===== src/hw/csa_pkg.sv =====
package csa_pkg;

  // ----------------------------------------------------------------------
  // Record layout
  // ----------------------------------------------------------------------
  localparam logic [7:0] INPUT_INSTANCE   = 8'h47;
  localparam int         RECORD_BYTES     = 4;
  localparam int         FLAG_FAULT       = 0;
  localparam int         FLAG_WARNING     = 1;
  localparam int         FLAG_RUNNING     = 2;
  localparam int         FLAG_REGEN       = 3;
  localparam int         FLAG_READY       = 4;
  localparam int         FLAG_NET_CTRL    = 5;
  localparam int         FLAG_NET_REF     = 6;
  localparam int         FLAG_SPARE       = 7;

  // ----------------------------------------------------------------------
  // Timing
  // ----------------------------------------------------------------------
  localparam int         CLOCK_PERIOD_NS  = 100;
  localparam int         TICK_NS          = 1000;
  localparam int         TICK_CYCLES      = (TICK_NS + CLOCK_PERIOD_NS - 1) / CLOCK_PERIOD_NS;

  // ----------------------------------------------------------------------
  // Register map (byte addresses)
  // ----------------------------------------------------------------------
  localparam logic [7:0] ADDR_CONFIG      = 8'h00;
  localparam logic [7:0] ADDR_COMMAND     = 8'h04;
  localparam logic [7:0] ADDR_REQ_O2T     = 8'h08;
  localparam logic [7:0] ADDR_REQ_T2O     = 8'h0c;
  localparam logic [7:0] ADDR_MULTIPLIER  = 8'h10;
  localparam logic [7:0] ADDR_STATUS      = 8'h14;
  localparam logic [7:0] ADDR_RECORD      = 8'h18;
  localparam logic [7:0] ADDR_INSTANCE    = 8'h1c;
  localparam logic [7:0] ADDR_CONSUMED    = 8'h40;
  localparam logic [7:0] ADDR_PRODUCED    = 8'h44;
  localparam logic [3:0] SLOT_PAGE_0      = 4'h2;
  localparam logic [3:0] SLOT_PAGE_1      = 4'h3;
  localparam logic [3:0] SLOT_REQ_O2T     = 4'h0;
  localparam logic [3:0] SLOT_ACT_O2T     = 4'h4;
  localparam logic [3:0] SLOT_REQ_T2O     = 4'h8;
  localparam logic [3:0] SLOT_ACT_T2O     = 4'hc;

  // Command and status bits.
  localparam int         CMD_OPEN         = 0;
  localparam int         CMD_CLOSE        = 1;
  localparam int         CMD_SLOT         = 2;
  localparam int         STAT_ACTIVE      = 0;
  localparam int         STAT_REFUSED     = 2;
  localparam int         STAT_TIMEOUT     = 3;
  localparam int         SCALE_WIDTH      = 4;

endpackage


===== src/hw/csa_top.sv =====
`timescale 1ns/1ps

// ----------------------------------------------------------------------
// Record FIFO
// ----------------------------------------------------------------------
module csa_fifo #(
  parameter int WIDTH = 32,
  parameter int DEPTH = 16
) (
  // Clock and reset
  input  wire logic             clock,
  input  wire logic             rst_n,
  // Fill side
  input  wire logic             in_valid,
  output logic                  in_ready,
  input  wire logic [WIDTH-1:0] in_data,
  // Drain side
  output logic                  out_valid,
  input  wire logic             out_ready,
  output logic [WIDTH-1:0]      out_data
);
  localparam int AW = $clog2(DEPTH);

  typedef struct packed {
    logic [DEPTH-1:0][WIDTH-1:0] mem;
    logic [AW-1:0]               rd;
    logic [AW-1:0]               wr;
    logic [AW:0]                 count;
    logic                        full;
    logic                        valid;
    logic [WIDTH-1:0]            head;
  } csa_fifo_state_type;

  csa_fifo_state_type s;
  csa_fifo_state_type next_s;
  logic               push;
  logic               pop;

  always_comb begin
    next_s = s;
    push   = in_valid && !s.full;
    pop    = out_ready && s.valid;
    if (push) begin
      next_s.mem[s.wr] = in_data;
      next_s.wr        = (s.wr == AW'(DEPTH - 1)) ? '0 : s.wr + AW'(1);
    end
    if (pop) begin
      next_s.rd = (s.rd == AW'(DEPTH - 1)) ? '0 : s.rd + AW'(1);
    end
    case ({push, pop})
      2'b10:   next_s.count = s.count + (AW+1)'(1);
      2'b01:   next_s.count = s.count - (AW+1)'(1);
      default: next_s.count = s.count;
    endcase
    next_s.full  = (next_s.count == (AW+1)'(DEPTH));
    next_s.valid = (next_s.count != '0);
    next_s.head  = next_s.mem[next_s.rd];
  end

  always_ff @(posedge clock or negedge rst_n) begin
    if (!rst_n) begin
      s <= '0;
    end else begin
      s <= next_s;
    end
  end

  // Full, valid and the head word are registered copies taken from the next count and read pointer,
  // so the stream outputs come straight from flops at no cost in latency.
  assign in_ready  = !s.full;
  assign out_valid = s.valid;
  assign out_data  = s.head;
endmodule // csa_fifo

// ----------------------------------------------------------------------
// Status record assembly and connection supervision
// ----------------------------------------------------------------------
module csa_top #(
  parameter int SLOTS       = 2,
  parameter int FIFO_DEPTH  = 16,
  parameter int TIME_WIDTH  = 24,
  parameter int COUNT_WIDTH = 32
) (
  // Clock and reset
  input  wire logic        clock,
  input  wire logic        rst_n,
  // APB register port
  input  wire logic        psel,
  input  wire logic        penable,
  input  wire logic        pwrite,
  input  wire logic [7:0]  paddr,
  input  wire logic [31:0] pwdata,
  output logic [31:0]      prdata,
  output logic             pready,
  output logic             pslverr,
  // Converter core status
  input  wire logic        fault,
  input  wire logic        warning,
  input  wire logic        running,
  input  wire logic        regenerating,
  input  wire logic        converter_ready,
  input  wire logic        run_from_network,
  input  wire logic        voltage_from_network,
  input  wire logic [7:0]  supervisor_state,
  input  wire logic [15:0] output_voltage,
  // Packets consumed from the master
  input  wire logic        consume_valid,
  input  wire logic        consume_slot,
  // Records produced toward the master
  output logic             record_valid,
  input  wire logic        record_ready,
  output logic [31:0]      record_data
);
  typedef struct packed {
    logic                  active;
    logic [TIME_WIDTH-1:0] req_o2t;
    logic [TIME_WIDTH-1:0] req_t2o;
    logic [7:0]            multiplier;
    logic [TIME_WIDTH-1:0] since_o2t;
    logic [TIME_WIDTH-1:0] since_t2o;
    logic [TIME_WIDTH-1:0] act_o2t;
    logic [TIME_WIDTH-1:0] act_t2o;
  } csa_slot_type;

  typedef struct packed {
    logic [SLOTS-1:0]                  slot_active;
    csa_slot_type [SLOTS-1:0]          slot;
    logic [csa_pkg::SCALE_WIDTH-1:0]   scale;
    logic [TIME_WIDTH-1:0]             stage_o2t;
    logic [TIME_WIDTH-1:0]             stage_t2o;
    logic [7:0]                        stage_mult;
    logic                              refused;
    logic [SLOTS-1:0]                  timed_out;
    logic [31:0]                       record;
    logic [COUNT_WIDTH-1:0]            consumed;
    logic [COUNT_WIDTH-1:0]            produced;
    logic [7:0]                        tick_count;
    logic [31:0]                       prdata;
    logic                              pready;
    logic                              pslverr;
  } csa_state_type;

  csa_state_type s;
  csa_state_type next_s;
  logic          push_valid;
  logic          push_ready;
  logic          tick;
  logic          slot_due [SLOTS];
  logic          wr_access;
  logic [31:0]   rd_value;
  logic          mapped;
  logic [15:0]   scaled;
  logic [31:0]   limit;
  logic          placed;
  int            pick;

  // ----------------------------------------------------------------------
  // Register read decode
  // ----------------------------------------------------------------------
  always_comb begin
    rd_value = '0;
    mapped   = 1'b1;
    case (paddr)
      csa_pkg::ADDR_CONFIG:     rd_value = 32'(s.scale);
      csa_pkg::ADDR_COMMAND:    rd_value = '0;
      csa_pkg::ADDR_REQ_O2T:    rd_value = 32'(s.stage_o2t);
      csa_pkg::ADDR_REQ_T2O:    rd_value = 32'(s.stage_t2o);
      csa_pkg::ADDR_MULTIPLIER: rd_value = 32'(s.stage_mult);
      csa_pkg::ADDR_STATUS: begin
        rd_value[csa_pkg::STAT_ACTIVE +: SLOTS]  = s.slot_active;
        rd_value[csa_pkg::STAT_REFUSED]          = s.refused;
        rd_value[csa_pkg::STAT_TIMEOUT +: SLOTS] = s.timed_out;
      end
      csa_pkg::ADDR_RECORD:     rd_value = s.record;
      csa_pkg::ADDR_INSTANCE:   rd_value = 32'(csa_pkg::INPUT_INSTANCE);
      csa_pkg::ADDR_CONSUMED:   rd_value = 32'(s.consumed);
      csa_pkg::ADDR_PRODUCED:   rd_value = 32'(s.produced);
      default: begin
        if (paddr[7:4] == csa_pkg::SLOT_PAGE_0 || paddr[7:4] == csa_pkg::SLOT_PAGE_1) begin
          case (paddr[3:0])
            csa_pkg::SLOT_REQ_O2T: rd_value = 32'(s.slot[paddr[4]].req_o2t);
            csa_pkg::SLOT_ACT_O2T: rd_value = 32'(s.slot[paddr[4]].act_o2t);
            csa_pkg::SLOT_REQ_T2O: rd_value = 32'(s.slot[paddr[4]].req_t2o);
            csa_pkg::SLOT_ACT_T2O: rd_value = 32'(s.slot[paddr[4]].act_t2o);
            default:               mapped   = 1'b0;
          endcase
        end else begin
          mapped = 1'b0;
        end
      end
    endcase
  end

  // ----------------------------------------------------------------------
  // Next state
  // ----------------------------------------------------------------------
  always_comb begin
    next_s     = s;
    tick       = (s.tick_count == 8'(csa_pkg::TICK_CYCLES - 1));
    wr_access  = psel && penable && s.pready && pwrite && !s.pslverr;
    push_valid = 1'b0;
    placed     = 1'b0;
    pick       = 0;
    limit      = '0;
    scaled     = 16'(output_voltage << s.scale);

    // The microsecond tick paces every interval counter.
    next_s.tick_count = tick ? '0 : s.tick_count + 8'h01;

    // The record is rebuilt every cycle from the converter's live status.
    next_s.record[csa_pkg::FLAG_FAULT]     = fault;
    next_s.record[csa_pkg::FLAG_WARNING]   = warning;
    next_s.record[csa_pkg::FLAG_RUNNING]   = running;
    next_s.record[csa_pkg::FLAG_REGEN]     = regenerating;
    next_s.record[csa_pkg::FLAG_READY]     = converter_ready;
    next_s.record[csa_pkg::FLAG_NET_CTRL]  = run_from_network;
    next_s.record[csa_pkg::FLAG_NET_REF]   = voltage_from_network;
    next_s.record[csa_pkg::FLAG_SPARE]     = 1'b0;
    next_s.record[15:8]                    = supervisor_state;
    next_s.record[23:16]                   = scaled[7:0];
    next_s.record[31:24]                   = scaled[15:8];

    // APB answers one cycle after setup, so pready always comes from a flop.
    next_s.pready  = 1'b0;
    next_s.pslverr = 1'b0;
    if (psel && !penable) begin
      next_s.pready  = 1'b1;
      next_s.pslverr = !mapped;
      next_s.prdata  = pwrite ? 32'h0000_0000 : rd_value;
    end

    // Per-slot interval tracking, measurement and supervision.
    for (int i = 0; i < SLOTS; i++) begin
      slot_due[i] = s.slot[i].active && (s.slot[i].since_t2o >= s.slot[i].req_t2o);
      limit = 32'(s.slot[i].req_o2t) * 32'(s.slot[i].multiplier);
      if (s.slot[i].active) begin
        if (tick && s.slot[i].since_o2t != '1) begin
          next_s.slot[i].since_o2t = s.slot[i].since_o2t + TIME_WIDTH'(1);
        end
        if (tick && s.slot[i].since_t2o != '1) begin
          next_s.slot[i].since_t2o = s.slot[i].since_t2o + TIME_WIDTH'(1);
        end
        if (consume_valid && consume_slot == 1'(i)) begin
          next_s.slot[i].act_o2t   = s.slot[i].since_o2t;
          next_s.slot[i].since_o2t = '0;
        end else if (tick && 32'(s.slot[i].since_o2t) >= limit) begin
          next_s.slot[i].active  = 1'b0;
          next_s.timed_out[i]    = 1'b1;
        end
      end
    end

    // Consumed packets count only when they land on an open connection.
    if (consume_valid && s.slot[consume_slot].active) begin
      next_s.consumed = s.consumed + COUNT_WIDTH'(1);
    end

    // Lowest due slot produces first; a full FIFO holds the slot due until space frees.
    for (int i = SLOTS - 1; i >= 0; i--) begin
      if (slot_due[i]) begin
        pick = i;
      end
    end
    if (slot_due[pick]) begin
      push_valid = 1'b1;
      if (push_ready) begin
        next_s.slot[pick].act_t2o   = s.slot[pick].since_t2o;
        next_s.slot[pick].since_t2o = '0;
        next_s.produced             = s.produced + COUNT_WIDTH'(1);
      end
    end

    // Register writes.
    if (wr_access) begin
      case (paddr)
        csa_pkg::ADDR_CONFIG:     next_s.scale      = pwdata[csa_pkg::SCALE_WIDTH-1:0];
        csa_pkg::ADDR_REQ_O2T:    next_s.stage_o2t  = pwdata[TIME_WIDTH-1:0];
        csa_pkg::ADDR_REQ_T2O:    next_s.stage_t2o  = pwdata[TIME_WIDTH-1:0];
        csa_pkg::ADDR_MULTIPLIER: next_s.stage_mult = pwdata[7:0];
        csa_pkg::ADDR_STATUS: begin
          // Write one to clear; a fresh event in the same cycle keeps its flag.
          if (pwdata[csa_pkg::STAT_REFUSED]) begin
            next_s.refused = 1'b0;
          end
          for (int i = 0; i < SLOTS; i++) begin
            if (pwdata[csa_pkg::STAT_TIMEOUT + i] && !(s.slot[i].active && !next_s.slot[i].active)) begin
              next_s.timed_out[i] = 1'b0;
            end
          end
        end
        csa_pkg::ADDR_COMMAND: begin
          if (pwdata[csa_pkg::CMD_CLOSE]) begin
            next_s.slot[pwdata[csa_pkg::CMD_SLOT]].active = 1'b0;
          end else if (pwdata[csa_pkg::CMD_OPEN]) begin
            for (int i = 0; i < SLOTS; i++) begin
              if (!placed && !s.slot[i].active) begin
                placed                     = 1'b1;
                next_s.slot[i].active      = 1'b1;
                next_s.slot[i].req_o2t     = s.stage_o2t;
                next_s.slot[i].req_t2o     = s.stage_t2o;
                next_s.slot[i].multiplier  = s.stage_mult;
                next_s.slot[i].since_o2t   = '0;
                next_s.slot[i].since_t2o   = '0;
                next_s.slot[i].act_o2t     = '0;
                next_s.slot[i].act_t2o     = '0;
              end
            end
            if (!placed) begin
              next_s.refused = 1'b1;
            end
          end
        end
        default: begin
          next_s.refused = s.refused;
        end
      endcase
    end

    for (int i = 0; i < SLOTS; i++) begin
      next_s.slot_active[i] = next_s.slot[i].active;
    end
  end

  // ----------------------------------------------------------------------
  // State register
  // ----------------------------------------------------------------------
  // Only the power-up reset clears the message counters; no register write reaches them.
  always_ff @(posedge clock or negedge rst_n) begin
    if (!rst_n) begin
      s <= '0;
    end else begin
      s <= next_s;
    end
  end

  // ----------------------------------------------------------------------
  // Record FIFO
  // ----------------------------------------------------------------------
  csa_fifo #(
    .WIDTH (32),
    .DEPTH (FIFO_DEPTH)
  ) u_fifo (
    .clock     (clock),
    .rst_n     (rst_n),
    .in_valid  (push_valid),
    .in_ready  (push_ready),
    .in_data   (s.record),
    .out_valid (record_valid),
    .out_ready (record_ready),
    .out_data  (record_data)
  );

  assign prdata  = s.prdata;
  assign pready  = s.pready;
  assign pslverr = s.pslverr;
endmodule // csa_top


===== config.mk =====
export PLATFORM = sky130hd
export DESIGN_NAME = csa_top
export DESIGN_NICKNAME = d
export VERILOG_FILES = /design/src/hw/csa_pkg.sv /design/src/hw/csa_top.sv
export SDC_FILE = /design/constraint.sdc
export NUM_CORES = 2
export LEC_CHECK = 0
export ABC_AREA = 0
export ABC_CLOCK_PERIOD_IN_PS = 11750
export BUFFER_PORTS_ARGS = -buffer_cell sky130_fd_sc_hd__buf_2
export CAP_MARGIN = 20
export CORE_ASPECT_RATIO = 0.8
export CORE_MARGIN = 10
export CORE_UTILIZATION = 39
export DETAILED_ROUTE_END_ITERATION = 16
export GPL_ROUTABILITY_DRIVEN = 0
export PLACE_DENSITY = 0.59
export REMOVE_ABC_BUFFERS = 1
export SYNTH_ARGS = -nofsm -noshare
export SYNTH_HDL_FRONTEND = slang
export SYNTH_SLANG_ARGS = --single-unit

===== constraint.sdc =====
create_clock -name clock -period 11.75 [get_ports clock]
set_input_delay 2.35 -clock clock [delete_from_list [all_inputs] [get_ports clock]]
set_output_delay 2.35 -clock clock [all_outputs]
set_load 0.05 [all_outputs]

==> impl_metrics.csv <==
group,metric,value,unit
status,status,"finished clean",
drt,wl_per_cell,24.7,um
synthesis,synth-xor-area-share,2.75,%
synthesis,synthAdderAreaFrac,12.5,%
worst_setup_path,crit_family,"adder cells",
floorplanning,die-height,382,um
synthesis,avgSynthCellArea,10.4,um2
worst_setup_path,crit_type,"reg2reg",
floorplanning,coreArea,0.162,mm2
place,port_buffers,137,
cts,cts_max_level,3,
drt,vias,47700,
worst_setup_path,cp_slowest_stage_delay,970,ps
worst_setup_path,startpoint_type,"flip-flop",
timing,max_freq,120,MHz
pwr,vdd_ir_drop_max,0.150,mV
pwr,cellPowerDensity,153,mW/mm2
timing,setup_viol,0,
synthesis,synth_area_leaders,"dfrtp_1 (42%), mux2_2 (9.3%), fa_1 (8.3%)",
synthesis,yosys.area_share.simple,13.2,%
synthesis,ys_ff_latch,1065,
drt,drc,0,
floorplanning,initial_utilization,39.4,%
cts,clkSinkCount,1065,
synthesis,yosys.cell_count.top_type,"dfrtp_1",
cts,cts_buffers,112,
drt,ant_nets,0,
timing,tightest_slew,1170,ps
timing,fin_ws,3440,ps
hold_path,hp-class,"reg2reg",
synthesis,synthMuxAreaShare,12.1,%
synthesis,async_flop_share,100,%
finish,fin_nets,6627,
synthesis,synth_top_area_share,41.7,%
global_routing,antenna_found_initial,35,
synthesis,synth_top_family_by_area,"simple AND/OR/NAND/NOR gates",
worst_setup_path,cpMostUsedCell,"fa_1",
finish,post-route-util,43.3,%
cts,post_cts_buffers,0,
finish,nFillCells,15300,
finish,drive_gt1_share,17.5,%
floorplanning,dieArea,0.181,mm2
floorplanning,std_cell_rows,132,
cts,clock_latency,760,ps
global_routing,grt_max_degree,177,
floorplanning,io_pins,146,
finish,syn_to_final_growth,9.81,%
worst_setup_path,cp_slowest_cell,"dfrtp_1",
synthesis,synth-compound-area-share,12.4,%
global_routing,grt_pass1_vias,47100,
cts,clk_pin_slew_worst_paths,60,ps
timing,slew-limit-headroom,22.0,%
timing,fin_crit,8310,ps
worst_setup_path,critPathBufInv,3,
cts,cts_buffer_depth,3,
cts,cts_root_buffer,"clkbuf_16",
synthesis,yosysSeqAreaShare,41.7,%
synthesis,synth_commonest_cells,"dfrtp_1 (1,065), nand2_1 (784), mux2_2 (530)",
synthesis,netlist_area,0.0640,mm2
finish,multiInputGateArea,0.0341,mm2
global_routing,grt_usage,22.2,%
global_routing,grt_pass1_wl,309000,um
synthesis,synth_top_cell_by_area,"dfrtp_1",
timing,final.setup.tns,0,ps
drt,drtIter0Drc,5175,
worst_setup_path,path_max_fanout,25,
cts,cts_tree,"done",
cts,hold_buffers,0,
synthesis,synth_edf_count,0,
place,dp.final_hpwl,143000,um
timing,hold_viol_final,0,
worst_setup_path,critical_path_arrival,8900,ps
worst_setup_path,cp-end-kind,"flip-flop",
global_routing,grt.overflow.total,0,
place,dpl_worst_slack,3590,ps
drt,vias_per_cell,5.74,
timing,period_share,70.8,%
timing,slew_violations,0,
timing,fin_skew,65.0,ps
pwr,p_leak,33.6,nW
worst_setup_path,worstPathRequired,12340,ps
synthesis,yosysWarningCount,0,
synthesis,yosys_most_used_dff,"dfrtp_1",
cts,ctsResizeCount,0,
timing,rsz0062_at_grt,"no",
floorplanning,fp.dieW,473,um
synthesis,syn_inst,6166,
job,cap_violations,0,
synthesis,synth_cell_types,94,
drt,wl,205000,um
drt,first_pass_iters,9,
finish,regArea,0.0267,mm2
-- per-layer routing --
| metal | track usage (%) | routed length (um) |
|---|---|---|
| met4 | 7.18 | 7320 |
| met2 | 32.0 | 85700 |
| met5 | 0 | 179 |
| met1 | 32.9 | 94200 |
| met3 | 4.86 | 17400 |
-- logic make-up (layout without fill, tap and decap cells) --
group / Yosys count / after routing
xor+xnor: 201 / 201
compound gates: 1137 / 1137
other cells: 0 / 15
simple gates: 1783 / 1783
flops: 1065 / 1065
fa+ha+maj: 482 / 482
buf+inv: 825 / 810
mux: 673 / 673
-- metrics by stage --
step | cells | power [mW] | area [um2] | hold WS, ps
finish | 8310 | 10.7 | 70200 | 470
global route | 8304 | 11.1 | 70200 | 489
CTS | 8294 | 10.7 | 70200 | 469
detailed placement | 8095 | 7.07 | 66400 | 458
global placement | 8095 | 7.05 | 66400 | 452
floorplan | 5702 | 5.80 | 61900 | 437
-- where the power goes --
group          switching, mW  internal, mW  total (mW)  leakage [nW]
Sequential             0.103          3.78        3.88          14.0
Clock                   1.56          2.11        3.67          1.87
Combinational           2.17          1.00        3.17          17.8
Total                   3.83          6.89        10.7          33.6
-- area by class of cell --
type	instances	area share (%)
Timing Repair Buffer	250	2.31
Sequential cell	1065	37.9
Antenna cell	15	0.0534
Multi-Input combinational cell	4276	48.5
Clock buffer	151	4.56
Clock inverter	48	0.832
Tap cell	2144	3.82
Inverter	361	1.93
-- cells in the final DEF, fill, tap and decap left out, types with 24 or more instances in the layout --
master	synthesis	routed
a211oi_1	64	63
a21o_1	82	81
a21oi_1	281	279
a221oi_1	88	88
a222oi_1	26	26
a22o_1	55	55
a22oi_1	63	63
and2_1	309	309
and3_1	30	30
buf_2	52	135
buf_4	73	108
clkbuf_16	0	113
dfrtp_1	1065	1065
fa_1	265	265
ha_1	217	217
inv_1	358	358
mux2_2	530	530
mux2i_1	117	115
mux4_2	25	25
nand2_1	784	782
nand2b_1	25	24
nand3_1	124	123
nand4_1	54	54
nor2_1	265	254
nor2b_1	43	42
nor3_1	59	56
o211ai_1	31	31
o21ai_0	187	187
o22ai_1	32	32
xnor2_1	107	107
xor2_1	94	93
-- state kept, by name (all words and copies together) (netlist names) --
name	cells
s	472
prdata	32
pready	1
u_fifo.out_valid	1
pslverr	1
u_fifo.out_data	32
u_fifo.s	526
-- tightest hold or removal path, stage by stage, from the launching register on --
cell and delay [ps]:
dfrtp_1 320, nand2_1 40, nand2_1 70
-- path summary, 6_finish.rpt --
check / start / end / slack (ps) / depth (start not counted)
min reg2reg: u_fifo.s[176] / u_fifo.s[176] / 470 / 2
max: s[301] / s[507] / 3440 / 28
max reg2reg: s[301] / s[507] / 3440 / 28
max in group asynchronous: rst_n / s[291] / 7690 / 3
min: u_fifo.s[176] / u_fifo.s[176] / 470 / 2
min in group asynchronous: rst_n / u_fifo.out_data[28] / 1700 / 1
No activity file was read; power rests on OpenSTA's default activity.
